===== src/inc/ser_regs.svh =====
// status event registers: bit positions, used-bit masks, reset values and counts
`ifndef SER_REGS_SVH
`define SER_REGS_SVH

`define SER_STD_USED_MASK   16'h00FD
`define SER_OPER_USED_MASK  16'h0469
`define SER_MEAS_USED_MASK  16'h7FFF
`define SER_QUES_USED_MASK  16'h4100

`define SER_STD_OPC_BIT     0
`define SER_STD_EMPTY_BIT   2
`define SER_STD_INTF_BIT    3
`define SER_STD_EXEF_BIT    4
`define SER_STD_CMDF_BIT    5
`define SER_STD_LKEY_BIT    6
`define SER_STD_PWR_BIT     7

`define SER_OPER_CAL_BIT    0
`define SER_OPER_SWEEP_BIT  3
`define SER_OPER_TRIG_BIT   5
`define SER_OPER_ARM_BIT    6
`define SER_OPER_IDLE_BIT   10

`define SER_MEAS_LIM1_BIT   0
`define SER_MEAS_LL2_BIT    1
`define SER_MEAS_HL2_BIT    2
`define SER_MEAS_LL3_BIT    3
`define SER_MEAS_HL3_BIT    4
`define SER_MEAS_PASS_BIT   5
`define SER_MEAS_RDY_BIT    6
`define SER_MEAS_RANGE_BIT  7
`define SER_MEAS_BUF2_BIT   8
`define SER_MEAS_FULL_BIT   9
`define SER_MEAS_CONT_BIT   10
`define SER_MEAS_SAFE_BIT   11
`define SER_MEAS_THERM_BIT  12
`define SER_MEAS_SLIM_BIT   13
`define SER_MEAS_CLAMP_BIT  14

`define SER_QUES_CAL_BIT    8
`define SER_QUES_WARN_BIT   14

`define SER_EVENT_RESET     16'h0000
`define SER_ENABLE_RESET    16'h0000
`define SER_COND_RESET      16'h0000
`define SER_BUF_TWO         2
`define SER_OPC_REPLY       16'h0001

`endif


===== src/inc/ser_pkg.sv =====
// status event registers: command, set and state types
`default_nettype none

package ser_pkg;

	typedef enum logic [2:0] {
		SER_OP_NONE      = 3'h0,
		SER_OP_READ_EVT  = 3'h1,
		SER_OP_READ_COND = 3'h2,
		SER_OP_WRITE_EN  = 3'h3,
		SER_OP_READ_EN   = 3'h4,
		SER_OP_CLEAR     = 3'h5,
		SER_OP_PRESET    = 3'h6,
		SER_OP_OPC_QUERY = 3'h7
	} ser_op_t;

	typedef enum logic [1:0] {
		SER_SET_STD  = 2'h0,
		SER_SET_OPER = 2'h1,
		SER_SET_MEAS = 2'h2,
		SER_SET_QUES = 2'h3
	} ser_set_sel_t;

	typedef struct packed {
		logic [15:0] event_bits;
		logic [15:0] enable_bits;
		logic [15:0] cond_prev;
	} ser_set_state_t;

	typedef struct packed {
		logic        intlk_meta;
		logic        intlk_sync;
		logic        key_meta;
		logic        key_sync;
		logic        key_prev;
		logic        pon_pending;
		logic        opc_armed;
		logic        cal_invalid;
		logic [15:0] oper_cond;
		logic [15:0] meas_cond;
		logic [15:0] ques_cond;
		logic        resp_valid;
		logic [15:0] resp_data;
		logic [3:0]  summary;
		logic        source_permit;
	} ser_top_state_t;

endpackage : ser_pkg

`default_nettype wire


===== src/hdl/ser_top.sv =====
// status event registers: four status sets, condition registers and query port
`timescale 1ns/1ps
`default_nettype none
`include "ser_regs.svh"

module ser_top
	import ser_pkg::*;
#(
	parameter int BUF_CNT_W = 12
) (
	// clock and reset
	input  wire logic                 clock,
	input  wire logic                 rst,
	// query command port
	input  wire logic                 cmd_valid,
	input  wire ser_op_t              cmd_op,
	input  wire ser_set_sel_t         cmd_set,
	input  wire logic [15:0]          cmd_data,
	// query response
	output logic                      resp_valid,
	output logic [15:0]               resp_data,
	// standard event sources
	input  wire logic                 ops_pending,
	input  wire logic                 talk_read,
	input  wire logic                 out_queue_empty,
	input  wire logic                 internal_fault,
	input  wire logic                 execution_fault,
	input  wire logic                 syntax_fault,
	input  wire logic                 semantic_fault,
	input  wire logic                 trigger_in_message,
	input  wire logic                 local_key_pin,
	// operation conditions
	input  wire logic                 cal_busy,
	input  wire logic                 sweep_active,
	input  wire logic                 wait_trigger,
	input  wire logic                 wait_arm,
	input  wire logic                 idle_state,
	// measurement conditions
	input  wire logic                 limit_one_fail,
	input  wire logic                 lower_bound_two_fail,
	input  wire logic                 upper_bound_two_fail,
	input  wire logic                 lower_bound_three_fail,
	input  wire logic                 upper_bound_three_fail,
	input  wire logic                 limits_all_pass,
	input  wire logic                 reading_ready,
	input  wire logic                 range_exceeded,
	input  wire logic [BUF_CNT_W-1:0] buffer_count,
	input  wire logic                 trace_store_full,
	input  wire logic                 contact_check_fail,
	input  wire logic                 interlock_n_pin,
	input  wire logic                 thermal_fault,
	input  wire logic                 source_limited,
	input  wire logic                 source_clamped,
	// questionable sources
	input  wire logic                 cal_check_fail,
	input  wire logic                 cal_done_ok,
	input  wire logic                 ignored_parameter_notice,
	// summaries and source gate
	output logic [3:0]                summary,
	output logic                      source_on_permit
);

	ser_top_state_t state_reg;
	ser_top_state_t state_next;

	logic [15:0] set_cond    [4];
	logic [15:0] set_evt     [4];
	logic [15:0] set_events  [4];
	logic [15:0] set_enables [4];
	logic [3:0]  set_rd_clr;
	logic [3:0]  set_en_wr;
	logic        do_clear;
	logic        do_preset;
	logic        opc_fire;
	logic        key_press;
	logic        opc_query;
	logic        read_now;
	logic        buf_two;

	// ----------------------------------------
	// decode helpers
	// ----------------------------------------
	function automatic logic [15:0] ser_used_mask(input int idx);
		case (idx)
			0:       ser_used_mask = `SER_STD_USED_MASK;
			1:       ser_used_mask = `SER_OPER_USED_MASK;
			2:       ser_used_mask = `SER_MEAS_USED_MASK;
			default: ser_used_mask = `SER_QUES_USED_MASK;
		endcase
	endfunction : ser_used_mask

	function automatic logic ser_cmd_is(input logic valid, input ser_op_t op,
		input ser_op_t want);
		ser_cmd_is = valid && (op == want);
	endfunction : ser_cmd_is

	function automatic logic ser_hit(input logic valid, input ser_op_t op,
		input ser_set_sel_t sel, input ser_op_t want, input int idx);
		ser_hit = ser_cmd_is(valid, op, want) && (int'(sel) == idx);
	endfunction : ser_hit

	// read commands of any kind share one answer path
	function automatic logic ser_is_read(input logic valid, input ser_op_t op);
		ser_is_read = ser_cmd_is(valid, op, SER_OP_READ_EVT)
			|| ser_cmd_is(valid, op, SER_OP_READ_COND)
			|| ser_cmd_is(valid, op, SER_OP_READ_EN);
	endfunction : ser_is_read

	// ----------------------------------------
	// command decode
	// ----------------------------------------
	assign do_clear  = ser_cmd_is(cmd_valid, cmd_op, SER_OP_CLEAR);
	assign do_preset = ser_cmd_is(cmd_valid, cmd_op, SER_OP_PRESET);
	assign opc_query = ser_cmd_is(cmd_valid, cmd_op, SER_OP_OPC_QUERY);
	assign read_now  = ser_is_read(cmd_valid, cmd_op);
	// a read owns the answer slot, so a due completion answer waits a cycle
	assign opc_fire  = state_reg.opc_armed && !ops_pending && !read_now;
	assign key_press = state_reg.key_sync && !state_reg.key_prev;

	// ----------------------------------------
	// event sources per set
	// ----------------------------------------
	always_comb begin
		set_evt[0] = 16'h0000;
		set_evt[0][`SER_STD_OPC_BIT]   = opc_fire;
		set_evt[0][`SER_STD_EMPTY_BIT] = talk_read && out_queue_empty;
		set_evt[0][`SER_STD_INTF_BIT]  = internal_fault;
		set_evt[0][`SER_STD_EXEF_BIT]  = execution_fault;
		set_evt[0][`SER_STD_CMDF_BIT]  = syntax_fault || semantic_fault
			|| trigger_in_message;
		set_evt[0][`SER_STD_LKEY_BIT]  = key_press;
		set_evt[0][`SER_STD_PWR_BIT]   = state_reg.pon_pending;
		set_evt[1] = 16'h0000;
		set_evt[2] = 16'h0000;
		set_evt[3] = 16'h0000;
		set_evt[3][`SER_QUES_WARN_BIT] = ignored_parameter_notice;
		// the standard set has no condition register
		set_cond[0] = 16'h0000;
		set_cond[1] = state_reg.oper_cond;
		set_cond[2] = state_reg.meas_cond;
		set_cond[3] = state_reg.ques_cond;
	end

	// ----------------------------------------
	// the four register sets
	// ----------------------------------------
	genvar gi;
	generate
		for (gi = 0; gi < 4; gi++) begin : g_set
			assign set_rd_clr[gi] = ser_hit(cmd_valid, cmd_op, cmd_set, SER_OP_READ_EVT, gi);
			assign set_en_wr[gi]  = ser_hit(cmd_valid, cmd_op, cmd_set, SER_OP_WRITE_EN, gi);
			ser_set #(
				.USED_MASK(ser_used_mask(gi))
			) u_set (
				.clock       (clock),
				.rst         (rst),
				.cond        (set_cond[gi]),
				.evt         (set_evt[gi]),
				.read_clr    (set_rd_clr[gi]),
				.clear_status(do_clear),
				.preset      (do_preset),
				.enable_wr   (set_en_wr[gi]),
				.enable_data (cmd_data),
				.event_bits  (set_events[gi]),
				.enable_bits (set_enables[gi])
			);
		end
	endgenerate

	// ----------------------------------------
	// buffer level
	// ----------------------------------------
	// a count too narrow to hold two can never report two readings
	generate
		if (BUF_CNT_W > 1) begin : g_buf_wide
			assign buf_two = (buffer_count >= BUF_CNT_W'(`SER_BUF_TWO));
		end else begin : g_buf_narrow
			assign buf_two = 1'b0;
		end
	endgenerate

	// ----------------------------------------
	// next state
	// ----------------------------------------
	always_comb begin
		state_next             = state_reg;
		// pin inputs pass two flops before anything reads them
		state_next.intlk_meta  = interlock_n_pin;
		state_next.intlk_sync  = state_reg.intlk_meta;
		state_next.key_meta    = local_key_pin;
		state_next.key_sync    = state_reg.key_meta;
		state_next.key_prev    = state_reg.key_sync;
		state_next.pon_pending = 1'b0;
		// the answer strobe stands one cycle
		state_next.resp_valid  = 1'b0;

		// completion query waits until nothing is pending
		if (opc_fire) begin
			state_next.opc_armed = 1'b0;
		end
		if (opc_query) begin
			state_next.opc_armed = 1'b1;
		end

		// calibration fault holds until a good calibration; a new fault wins
		if (cal_done_ok) begin
			state_next.cal_invalid = 1'b0;
		end
		if (cal_check_fail) begin
			state_next.cal_invalid = 1'b1;
		end

		// condition registers follow the live levels
		state_next.oper_cond = 16'h0000;
		state_next.oper_cond[`SER_OPER_CAL_BIT]   = cal_busy;
		state_next.oper_cond[`SER_OPER_SWEEP_BIT] = sweep_active;
		state_next.oper_cond[`SER_OPER_TRIG_BIT]  = wait_trigger;
		state_next.oper_cond[`SER_OPER_ARM_BIT]   = wait_arm;
		state_next.oper_cond[`SER_OPER_IDLE_BIT]  = idle_state;

		state_next.meas_cond = 16'h0000;
		state_next.meas_cond[`SER_MEAS_LIM1_BIT]  = limit_one_fail;
		state_next.meas_cond[`SER_MEAS_LL2_BIT]   = lower_bound_two_fail;
		state_next.meas_cond[`SER_MEAS_HL2_BIT]   = upper_bound_two_fail;
		state_next.meas_cond[`SER_MEAS_LL3_BIT]   = lower_bound_three_fail;
		state_next.meas_cond[`SER_MEAS_HL3_BIT]   = upper_bound_three_fail;
		state_next.meas_cond[`SER_MEAS_PASS_BIT]  = limits_all_pass;
		state_next.meas_cond[`SER_MEAS_RDY_BIT]   = reading_ready;
		state_next.meas_cond[`SER_MEAS_RANGE_BIT] = range_exceeded;
		state_next.meas_cond[`SER_MEAS_BUF2_BIT]  = buf_two;
		state_next.meas_cond[`SER_MEAS_FULL_BIT]  = trace_store_full;
		state_next.meas_cond[`SER_MEAS_CONT_BIT]  = contact_check_fail;
		state_next.meas_cond[`SER_MEAS_SAFE_BIT]  = !state_reg.intlk_sync;
		state_next.meas_cond[`SER_MEAS_THERM_BIT] = thermal_fault;
		state_next.meas_cond[`SER_MEAS_SLIM_BIT]  = source_limited;
		state_next.meas_cond[`SER_MEAS_CLAMP_BIT] = source_clamped;

		state_next.ques_cond = 16'h0000;
		state_next.ques_cond[`SER_QUES_CAL_BIT] = state_reg.cal_invalid;

		// output may turn on only with interlock closed and no overheating
		state_next.source_permit = !state_reg.intlk_sync && !thermal_fault;

		// summaries are registered, so they trail the event bits by one cycle
		for (int i = 0; i < 4; i++) begin
			state_next.summary[i] = |(set_events[i] & set_enables[i]);
		end

		// query answers; the read returns the contents before the clear
		if (cmd_valid) begin
			unique case (cmd_op)
				SER_OP_READ_EVT: begin
					state_next.resp_valid = 1'b1;
					state_next.resp_data  = set_events[cmd_set];
				end
				SER_OP_READ_COND: begin
					state_next.resp_valid = 1'b1;
					state_next.resp_data  = set_cond[cmd_set];
				end
				SER_OP_READ_EN: begin
					state_next.resp_valid = 1'b1;
					state_next.resp_data  = set_enables[cmd_set];
				end
				SER_OP_NONE: begin
					state_next.resp_valid = 1'b0;
				end
				// writes, clear and preset change state but give no answer
				SER_OP_WRITE_EN, SER_OP_CLEAR, SER_OP_PRESET: begin
					state_next.resp_valid = 1'b0;
				end
				// the completion query answers later, once nothing pends
				SER_OP_OPC_QUERY: begin
					state_next.resp_valid = 1'b0;
				end
			endcase
		end
		if (opc_fire) begin
			state_next.resp_valid = 1'b1;
			state_next.resp_data  = `SER_OPC_REPLY;
		end
	end

	// ----------------------------------------
	// state register
	// ----------------------------------------
	always_ff @(posedge clock) begin
		if (rst) begin
			state_reg             <= '0;
			// power-up leaves a pending power-cycle event
			state_reg.pon_pending <= 1'b1;
			state_reg.intlk_meta  <= 1'b1;
			state_reg.intlk_sync  <= 1'b1;
		end else begin
			state_reg <= state_next;
		end
	end

	assign resp_valid       = state_reg.resp_valid;
	assign resp_data        = state_reg.resp_data;
	assign summary          = state_reg.summary;
	assign source_on_permit = state_reg.source_permit;

endmodule : ser_top

`default_nettype wire


===== src/hdl/ser_set.sv =====
// status event registers: one event register set with its enable register
`timescale 1ns/1ps
`default_nettype none
`include "ser_regs.svh"

module ser_set
	import ser_pkg::*;
#(
	parameter logic [15:0] USED_MASK = 16'hFFFF
) (
	// clock and reset
	input  wire logic        clock,
	input  wire logic        rst,
	// event sources
	input  wire logic [15:0] cond,
	input  wire logic [15:0] evt,
	// register commands
	input  wire logic        read_clr,
	input  wire logic        clear_status,
	input  wire logic        preset,
	input  wire logic        enable_wr,
	input  wire logic [15:0] enable_data,
	// register contents
	output logic [15:0]      event_bits,
	output logic [15:0]      enable_bits
);

	ser_set_state_t state_reg;
	ser_set_state_t state_next;
	logic [15:0]    set_bits;

	// ----------------------------------------
	// next state
	// ----------------------------------------
	always_comb begin
		state_next          = state_reg;
		state_next.cond_prev = cond;
		set_bits = ((cond & ~state_reg.cond_prev) | evt) & USED_MASK;
		// a set in the clearing cycle survives, so no event is lost
		if (read_clr || clear_status) begin
			state_next.event_bits = set_bits;
		end else begin
			state_next.event_bits = state_reg.event_bits | set_bits;
		end
		if (preset) begin
			state_next.enable_bits = `SER_ENABLE_RESET;
		end else if (enable_wr) begin
			state_next.enable_bits = enable_data & USED_MASK;
		end
	end

	// ----------------------------------------
	// state register
	// ----------------------------------------
	always_ff @(posedge clock) begin
		if (rst) begin
			state_reg <= '{event_bits: `SER_EVENT_RESET, enable_bits: `SER_ENABLE_RESET,
				cond_prev: `SER_COND_RESET};
		end else begin
			state_reg <= state_next;
		end
	end

	assign event_bits  = state_reg.event_bits;
	assign enable_bits = state_reg.enable_bits;

endmodule : ser_set

`default_nettype wire


===== config.mk =====
export PLATFORM = sky130hd
export DESIGN_NAME = ser_top
export DESIGN_NICKNAME = d
export VERILOG_FILES = /design/src/inc/ser_pkg.sv /design/src/hdl/ser_top.sv /design/src/hdl/ser_set.sv
export VERILOG_INCLUDE_DIRS = /design/src /design/src/inc
export SDC_FILE = /design/constraint.sdc
export NUM_CORES = 1
export LEC_CHECK = 0
export ABC_AREA = 1
export BUFFER_PORTS_ARGS = -buffer_cell sky130_fd_sc_hd__buf_2
export CORE_MARGIN = 2
export CORE_UTILIZATION = 35
export CTS_BUF_LIST = sky130_fd_sc_hd__clkbuf_4 sky130_fd_sc_hd__clkbuf_8 sky130_fd_sc_hd__clkbuf_16
export DETAILED_ROUTE_END_ITERATION = 10
export GPL_ROUTABILITY_DRIVEN = 0
export PLACE_DENSITY_LB_ADDON = 0.05
export SYNTH_ARGS = -nofsm -noshare
export SYNTH_HDL_FRONTEND = slang
export SYNTH_SLANG_ARGS = --single-unit

===== constraint.sdc =====
create_clock -name clock -period 1.2 [get_ports clock]
set_clock_uncertainty 0.1 [all_clocks]
set_input_delay 0.06 -clock clock [delete_from_list [all_inputs] [get_ports clock]]
set_output_delay 0.06 -clock clock [all_outputs]
set_load 0.01 [all_outputs]

==> impl_metrics.ini, run 1 <==
[yosys]
synth_edf_count = 0
syn_avg_cell_area_um2 = 7.43
synthDistinctLibCells = 35
synth_top_area_frac = 0.473
synth-main-ff-cell = dfxtp_1
yosys_register_bits = 129
netlist_top_cells_count = nand2_1, dfxtp_1, nor2_1, inv_1, nand3_1
yosysWarnings = 0
postSynthCellCount = 734
synth_nets = 801
synth_area_leader_cell = dfxtp_1
netlist_area_um2 = 5460
synth.most_common_cell = nand2_1
synth_area_leaders = dfxtp_1, nand2_1, nor2_1
seq_area_frac_synth = 0.473
async_flop_share = 0

[setup_path]
arrival_ps = 1370
required_ps = 1400
reg2reg_depth = 6
crit_chain = buf_2, dlygate4sd3_1, buf_12, or2_2
reg2reg_to = resp_data[10]
critPathSlowestCell = dlygate4sd3_1
ff2ff_setup_slack_ps = 30
r2r-start = g_set[1].u_set.enable_bits[10]
startpoint_type = input port
worst-path-buf-inv = 3
crit_family = buffers and inverters
crit_path_max_incr_delay_ps = 590
endpoint_kind = register
critical_path_depth = 4
path_class = in2reg
critPathMaxFanout = 84

[outcome]
outcome = complete, no violations

[final_layout]
final_util = 0.487
fillCellCount = 1532
layout-drive-gt1-share = 0.216
final_nets = 961
fin_cells = 1090
antennaDiodeCount = 0
layout.area.seq_um2 = 2580
multi_input_area_um2 = 2170
syn_to_final_growth_pct = 35.6

[place]
dp.cells = 1005
hpwl_um = 12200
portBuffers = 85

[clock_network]
clkLatencyLatePin_ps = 430
cts_buffers = 17
cts_tree = built
root_buffer = clkbuf_16
htree_levels = 4
cts_sinks = 129
clkTransAtPathRegs_ps = 50
cts_setup_buffers = 0
cts_buffer_depth = 2

[power]
p_total_mw = 10.4
ir_drop_mv = 0.986
power.density_nw_per_um2 = 1400
leakage_nw = 3.32

[grt]
grtUsageTotal = 0.208
grt-ovfl-total = 0
grt_pass1_vias = 4958
grt_max_degree = 85
antenna_found_initial = 0
grt_pass1_wl_um = 26200

[detailed_routing]
first_pass_iters = 5
wl_per_cell_um = 15.2
viasPerCell = 4.81
dr.first_iter.drc_count = 373
post-route-drc-count = 0
vias = 5241
ant_nets = 0
wirelength_um = 16600

[sta]
hold_viol = 0
period_needed_ps = 1170
setup_viol = 0
period_share = 0.976
drv_slew = 0
grt_setup_unrepaired = no
fmax_ghz = 0.854

[hold_path]
hold_path.class = in2reg
min_path_cells = 4
min_to = resp_data[0]
worstHoldStart = cmd_valid

[die]
ioPinCount = 89
rows = 45
die_h_um = 129
start_util = 0.359
die_w_um = 129
die_area_um2 = 16600
coreArea_um2 = 15200

[job]
cap_violations = 0
-- worst max-delay path by stage --
stage | end | slack (ps) | startpoint
floorplan | resp_data[6] | 50 | cmd_set[0]
CTS | resp_data[3] | 60 | resp_data[3]
global route | resp_data[10] | 2 | g_set[2].u_set.event_bits[10]
finish | state_reg[76] | 30 | rst
global placement | resp_data[4] | -300 | cmd_set[0]
detailed placement | g_set[3].u_set.event_bits[14] | -270 | cmd_op[1]
-- report_power, final --
part | switching [mW] | internal (mW) | total, mW
clock network | 1.75 | 2.90 | 4.64
registers | 0.133 | 4.48 | 4.61
logic | 0.576 | 0.525 | 1.10
total | 2.45 | 7.90 | 10.4
-- cell usage in the layout (no fill, tap or decap), drive strengths merged --
cell type,Yosys,final
nor2,99,99
nor4,2,2
a21oi,39,39
conb,1,1
o32ai,22,22
bufinv,0,1
nand4,2,2
a31oi,2,2
o211ai,5,5
o22ai,5,5
nand3,42,42
clkinvlp,0,2
or2,2,2
buf,36,132
nor3,10,10
o31ai,2,2
o21ai,44,44
clkbuf,13,20
dlygate4sd3,0,58
o21a,1,1
inv,99,99
nand2,177,177
clkinv,1,5
nand3b,1,1
dfxtp,129,129
-- worst register-to-register path: cells and delay by family, from the launching register on --
| family | cells | cell delay [ps] |
|---|---|---|
| AO/OA/AOI/OAI | 1 | 100 |
| buffers and inverters | 1 | 80 |
| flip-flops | 1 | 320 |
| AND/OR/NAND/NOR | 4 | 440 |
-- per-layer routing --
layer / wire (µm) / vias to the layer above / GRT usage
met5: 0 / - / 0
met1: 8060 / 2423 / 0.291
met3: 932 / 24 / 0.0516
met4: 406 / 0 / 0.0761
met2: 7220 / 162 / 0.312
li1: - / 2632 / -
-- stage by stage --
stage               setup TNS, ps  cell area, µm²  hold slack [ps]  setup slack, ps
finish                          0            7400             54.5             28.6
global route                    0            7400             36.9             2.12
CTS                             0            7400             16.0             57.3
detailed placement          -5850            6290              146             -271
global placement            -5910            6290              143             -303
floorplan                       0            5460            -12.3             50.4
-- cell type report --
class,count,share of cell area
clock buffer,20,0.0622
multi-input combinational,456,0.293
sequential,129,0.349
tap,188,0.0318
inverter,100,0.0511
timing repair buffer,190,0.204
clock inverter,7,0.00879
-- what timing repair did --
item / CTS / global route
hold endpoints to repair: 59 / 0
hold buffers: 58 / 0
gates resized for setup: 0 / 2
setup endpoints to repair: 0 / 8
-- kinds of logic (layout without fill, tap and decap cells) --
group	count (synthesis)	after routing	synth area share
other	1	1	0.000687
AOI/OAI and AO/OA	120	120	0.142
buffers and inverters	149	317	0.130
DFF	129	129	0.473
and+or+nand+nor	335	335	0.255
(Power assumes the default switching activity.)
==> run 2, diff against run 1 <==
==> constraint.sdc (replaced) <==
create_clock -name clock -period 1.1 [get_ports clock]
set_clock_uncertainty 0.1 [all_clocks]
set_input_delay 0.055 -clock clock [delete_from_list [all_inputs] [get_ports clock]]
set_output_delay 0.055 -clock clock [all_outputs]
set_load 0.01 [all_outputs]
==> run 2 against run 1 <==
The run now ends with negative hold slack, negative setup slack left; clock power is 24% higher; critical path depth is 2 higher; register-to-register slack worse by 40 ps; global-route usage is 0.69 points higher; first-iteration DRC count is 10% higher; utilization is 2.0 points higher; cell count is 2.0% higher; routed wire length is 1.7% higher; flip-flop and latch count stayed put; sequential power is 9.1% higher; setup slack worse by 37 ps; hold slack worse by 82 ps; critical endpoint is now resp_data[8].
==> impl_metrics.ini, run 2 (synthesis results as in run 1) <==
[place]
hpwl_um = 12300
dp.cells = 1020
portBuffers = 85

[sta]
period_share = 1.01
grt_setup_unrepaired = yes
fin_tns_setup_ps = -15.4
setup_viol = 2
period_needed_ps = 1110
drv_slew = 0
timing.final.ws_setup_ps = -8.58
fmax_ghz = 0.902
hold_viol = 5
holdWs_ps = -27.1

[final_layout]
syn_to_final_growth_pct = 41.0
final_util = 0.506
final_cell_mix = nand2_1, dfxtp_1, nor2_1, buf_2, inv_1
final_nets = 978
fin_cells = 1112
antennaDiodeCount = 0
layout-drive-gt1-share = 0.284
final_common_cell = nand2_1

[detailed_routing]
viasPerCell = 4.79
wl_per_cell_um = 15.2
first_pass_iters = 5
ant_nets = 0
wirelength_um = 16900
dr.first_iter.drc_count = 412
post-route-drc-count = 0
vias = 5326

[setup_path]
worst-path-buf-inv = 2
critPathSlowestCell = dfxtp_2
setup.worst_path.start = state_reg[71]
crit_family = simple AND/OR/NAND/NOR gates
endpoint_kind = register
path_class = reg2reg
crit_chain = inv_2, nor2_4, nand2_4, clkbuf_16, nand3_1, nor2_1
r2r-start = state_reg[71]
arrival_ps = 1320
crit_path_max_incr_delay_ps = 330
required_ps = 1310
critPathMaxFanout = 5
startpoint_type = register

[clock_network]
cts_sinks = 129
cts_buffer_depth = 2
cts_setup_buffers = 0
htree_levels = 4
root_buffer = clkbuf_16
cts_buffers = 17
cts_tree = built
clkTransAtPathRegs_ps = 60
clkLatencyLatePin_ps = 420

[job]
cap_violations = 0

[power]
power.density_nw_per_um2 = 1560
leakage_nw = 3.44
ir_drop_mv = 1.08

[outcome]
outcome = complete, but fails checks
violations = negative hold slack, negative setup slack

[die]
die_area_um2 = 16600
start_util = 0.359
coreArea_um2 = 15200
die_w_um = 129
rows = 45
die_h_um = 129
ioPinCount = 89

[grt]
grt_pass1_wl_um = 27000
grt-ovfl-total = 0
grt_pass1_vias = 5165
grtUsageTotal = 0.215
grt_max_degree = 37
antenna_found_initial = 0

[hold_path]
worstHoldStart = rst
hold_path.class = in2reg
[run 2: cell count changes in the layout (fill, tap and decap cells not counted), moves of 5 or more]
cell,before,now
buf_12,12,6
buf_4,35,56
dfxtp_1,129,111
dfxtp_2,0,17
inv_1,89,82
inv_2,9,16
nand3_1,42,35
nand3_2,0,6
nor3_1,10,5
nor3_2,0,5
[run 2: tightest hold or removal path, cell delays in order]
cell and delay [ps]:
buf_2 90, buf_4 200, o32ai_1 90
[run 2: area by class of cell]
type                            instances  area [µm²]
Timing Repair Buffer                  207        1580
Clock inverter                         14         165
Sequential cell                       129        2610
Fill cell                            1531        7510
Clock buffer                           18         439
Multi-Input combinational cell        456        2290
Inverter                              100         378
Tap cell                              188         235
[run 2: power breakdown]
| group | switching [mW] | leakage [nW] | internal [mW] |
|---|---|---|---|
| Combinational | 0.659 | 2.09 | 0.575 |
| Sequential | 0.140 | 1.07 | 4.89 |
| Clock | 2.13 | 0.284 | 3.60 |
[run 2: per-stage QoR]
step	power [mW]	area, µm²	worst slack (ps)
3_3_place_gp	6.13	6340	-342
2_1_floorplan	5.68	5470	24.7
6_report	12.0	7700	-8.58
5_1_grt	12.5	7700	-57.8
3_5_place_dp	6.15	6340	-380
4_1_cts	12.1	7540	3.37
[run 2: final timing paths]
| check | depth (start not counted) | slack, ps | endpoint |
|---|---|---|---|
| worst max-delay path | 6 | -9 | resp_data[8] |
| worst min register to register | 2 | 310 | state_next[73] |
| worst max register to register | 6 | -9 | resp_data[8] |
| worst min-delay path | 3 | -30 | g_set[2].u_set.event_bits[10] |
[run 2: per-layer routing]
metal	part of all wire	GRT usage
met1	0.49	0.300
met2	0.43	0.324
met3	0.051	0.0416
met4	0.029	0.0959
met5	0	0
[run 2: timing repair]
action                                  CTS  global route
endpoints found under the setup margin   13            22
hold endpoints to repair                 62             0
hold buffers                             59             0
gates resized for setup                   8            49
pin swaps                                 0             7
gates cloned                              0             1
==> run 3, diff against run 2 <==
==> constraint.sdc (replaced) <==
create_clock -name clock -period 1.4 [get_ports clock]
set_clock_uncertainty 0.1 [all_clocks]
set_input_delay 0.07 -clock clock [delete_from_list [all_inputs] [get_ports clock]]
set_output_delay 0.07 -clock clock [all_outputs]
set_load 0.01 [all_outputs]
==> run 3 against run 2 <==
The flow now finishes without violations; sequential power is 22% lower; die area stayed put; flip-flop and latch count stayed put; count of clock-buffer cells in the layout stayed put; global-route usage is 0.97 points lower; critical path depth is 1 higher; sequential share of layout area is 1.9 points higher; register-to-register slack better by 170 ps; routed wire length is 4.5% lower; largest power group unchanged.
==> impl_metrics.ini, run 3 (synthesis results as in run 1) <==
[setup_path]
reg2reg_to = state_next[30]
crit_chain = buf_2, dlygate4sd3_1, nand2_1, inv_2, dlygate4sd3_1, nand2_1, a21oi_1
critPathSlowestCell = dlygate4sd3_1
critPathMaxFanout = 4
required_ps = 1600
crit_path_max_incr_delay_ps = 560
r2r-start = state_next[30]
startpoint_type = input port
endpoint_kind = register
arrival_ps = 1580
reg2reg_depth = 3
path_class = in2reg
ff2ff_setup_slack_ps = 160

[die]
ioPinCount = 89
die_area_um2 = 16600
die_w_um = 129
coreArea_um2 = 15200
die_h_um = 129
start_util = 0.359
rows = 45

[detailed_routing]
ant_nets = 0
dr.first_iter.drc_count = 377
wirelength_um = 16100
post-route-drc-count = 0
first_pass_iters = 6
vias = 5124
viasPerCell = 4.77
wl_per_cell_um = 15.0

[sta]
setup_viol = 0
period_share = 0.989
grt_setup_unrepaired = no
fmax_ghz = 0.722
period_needed_ps = 1380
holdWs_ps = 26.7
drv_slew = 0
hold_viol = 0

[job]
cap_violations = 0

[power]
power.density_nw_per_um2 = 1280
p_clk_frac = 0.478
p_total_mw = 9.25
switchingPower_mw = 2.33
power_frac_comb = 0.095
p_int_mw = 6.92
seqPwrFrac = 0.427
swShare = 0.252
leakage_nw = 3.22
ir_drop_mv = 0.844

[clock_network]
root_buffer = clkbuf_16
clkTransAtPathRegs_ps = 60
cts_buffers = 17
cts_tree = built
htree_levels = 4
cts_sinks = 129
cts_buffer_depth = 2
clkLatencyLatePin_ps = 430

[grt]
grt_pass1_vias = 4886
grt-ovfl-total = 0
antenna_found_initial = 1
grt_max_degree = 85
grt_pass1_wl_um = 25800
grtUsageTotal = 0.206

[final_layout]
final_nets = 941
final_common_cell = nand2_1
layout-drive-gt1-share = 0.205
final_cell_mix = nand2_1, dfxtp_1, nor2_1, inv_1, buf_2
syn_to_final_growth_pct = 32.4
antennaDiodeCount = 0

[hold_path]
min_path_cells = 4
worstHoldStart = cmd_valid
hold_path.class = in2reg
min_to = resp_data[0]

[outcome]
outcome = complete, no violations

[place]
hpwl_um = 11600
portBuffers = 85
## run 3: cell types whose count changed in the layout (fill, tap and decap cells not counted), moves of 5 or more
cell	change
buf_4	-32
dfxtp_1	+18
dfxtp_2	-17
inv_2	-7
nand3_1	+7
inv_1	+6
nand3_2	-6
nor3_1	+5
nor3_2	-5
## run 3: stage by stage
stage	TNS, ps	utilization	area (µm²)	instances	setup slack, ps
2_1_floorplan	0	-	5460	734	240
3_3_place_gp	-572	0.398	6050	986	-125
3_5_place_dp	-864	0.398	6050	986	-157
4_1_cts	0	0.473	7190	1073	63.0
5_1_grt	0	0.475	7230	1075	5.19
6_report	0	0.475	7230	1075	15.2
## run 3: worst max-delay path, delay by kind of cell
kind | cells | cell delay, ps
AO/OA/AOI/OAI | 1 | 70
buffers and inverters | 4 | 1290
AND/OR/NAND/NOR | 2 | 160
## run 3: power groups by stage
stage | Clock, mW | Combinational (mW) | Sequential [mW]
floorplan | 0 | 0.484 | 3.98
CTS | 4.52 | 0.875 | 3.94
global route | 4.72 | 0.986 | 3.96
finish | 4.42 | 0.883 | 3.94
detailed placement | 0 | 0.756 | 4.02
global placement | 0 | 0.744 | 4.02
## run 3: final cells by class
type                    instances  area [µm²]
repair buffers                170        1260
clock inverters                14         155
flip-flops and latches        129        2580
clock buffers                  18         439
inverters                     100         380
multi-input cells             456        2180
fillers                      1575        7980
well taps                     188         235
## run 3: worst max-delay path by stage
stage | from | to
6_report | cmd_op[1] | state_reg[71]
3_5_place_dp | cmd_op[2] | resp_data[6]
3_3_place_gp | cmd_op[2] | resp_data[6]
4_1_cts | cmd_op[1] | state_reg[71]
5_1_grt | cmd_op[1] | state_reg[71]
2_1_floorplan | cmd_set[0] | resp_data[6]
## run 3: repair_timing
action / CTS / global route
setup endpoints to repair: 0 / 7
endpoints found under the hold margin: 59 / 1
buffers inserted: 0 / 0
hold buffers: 55 / 3
resized for setup: 0 / 6
## run 3: metal layers
layer | track usage | vias up | wire length [µm] | part of all wire
met3 | 0.0595 | 24 | 883 | 0.055
met4 | 0.0735 | 2 | 337 | 0.021
met2 | 0.311 | 148 | 7020 | 0.44
li1 | - | 2608 | - | -
met5 | 0 | - | 13 | 0.00081
met1 | 0.280 | 2342 | 7880 | 0.49
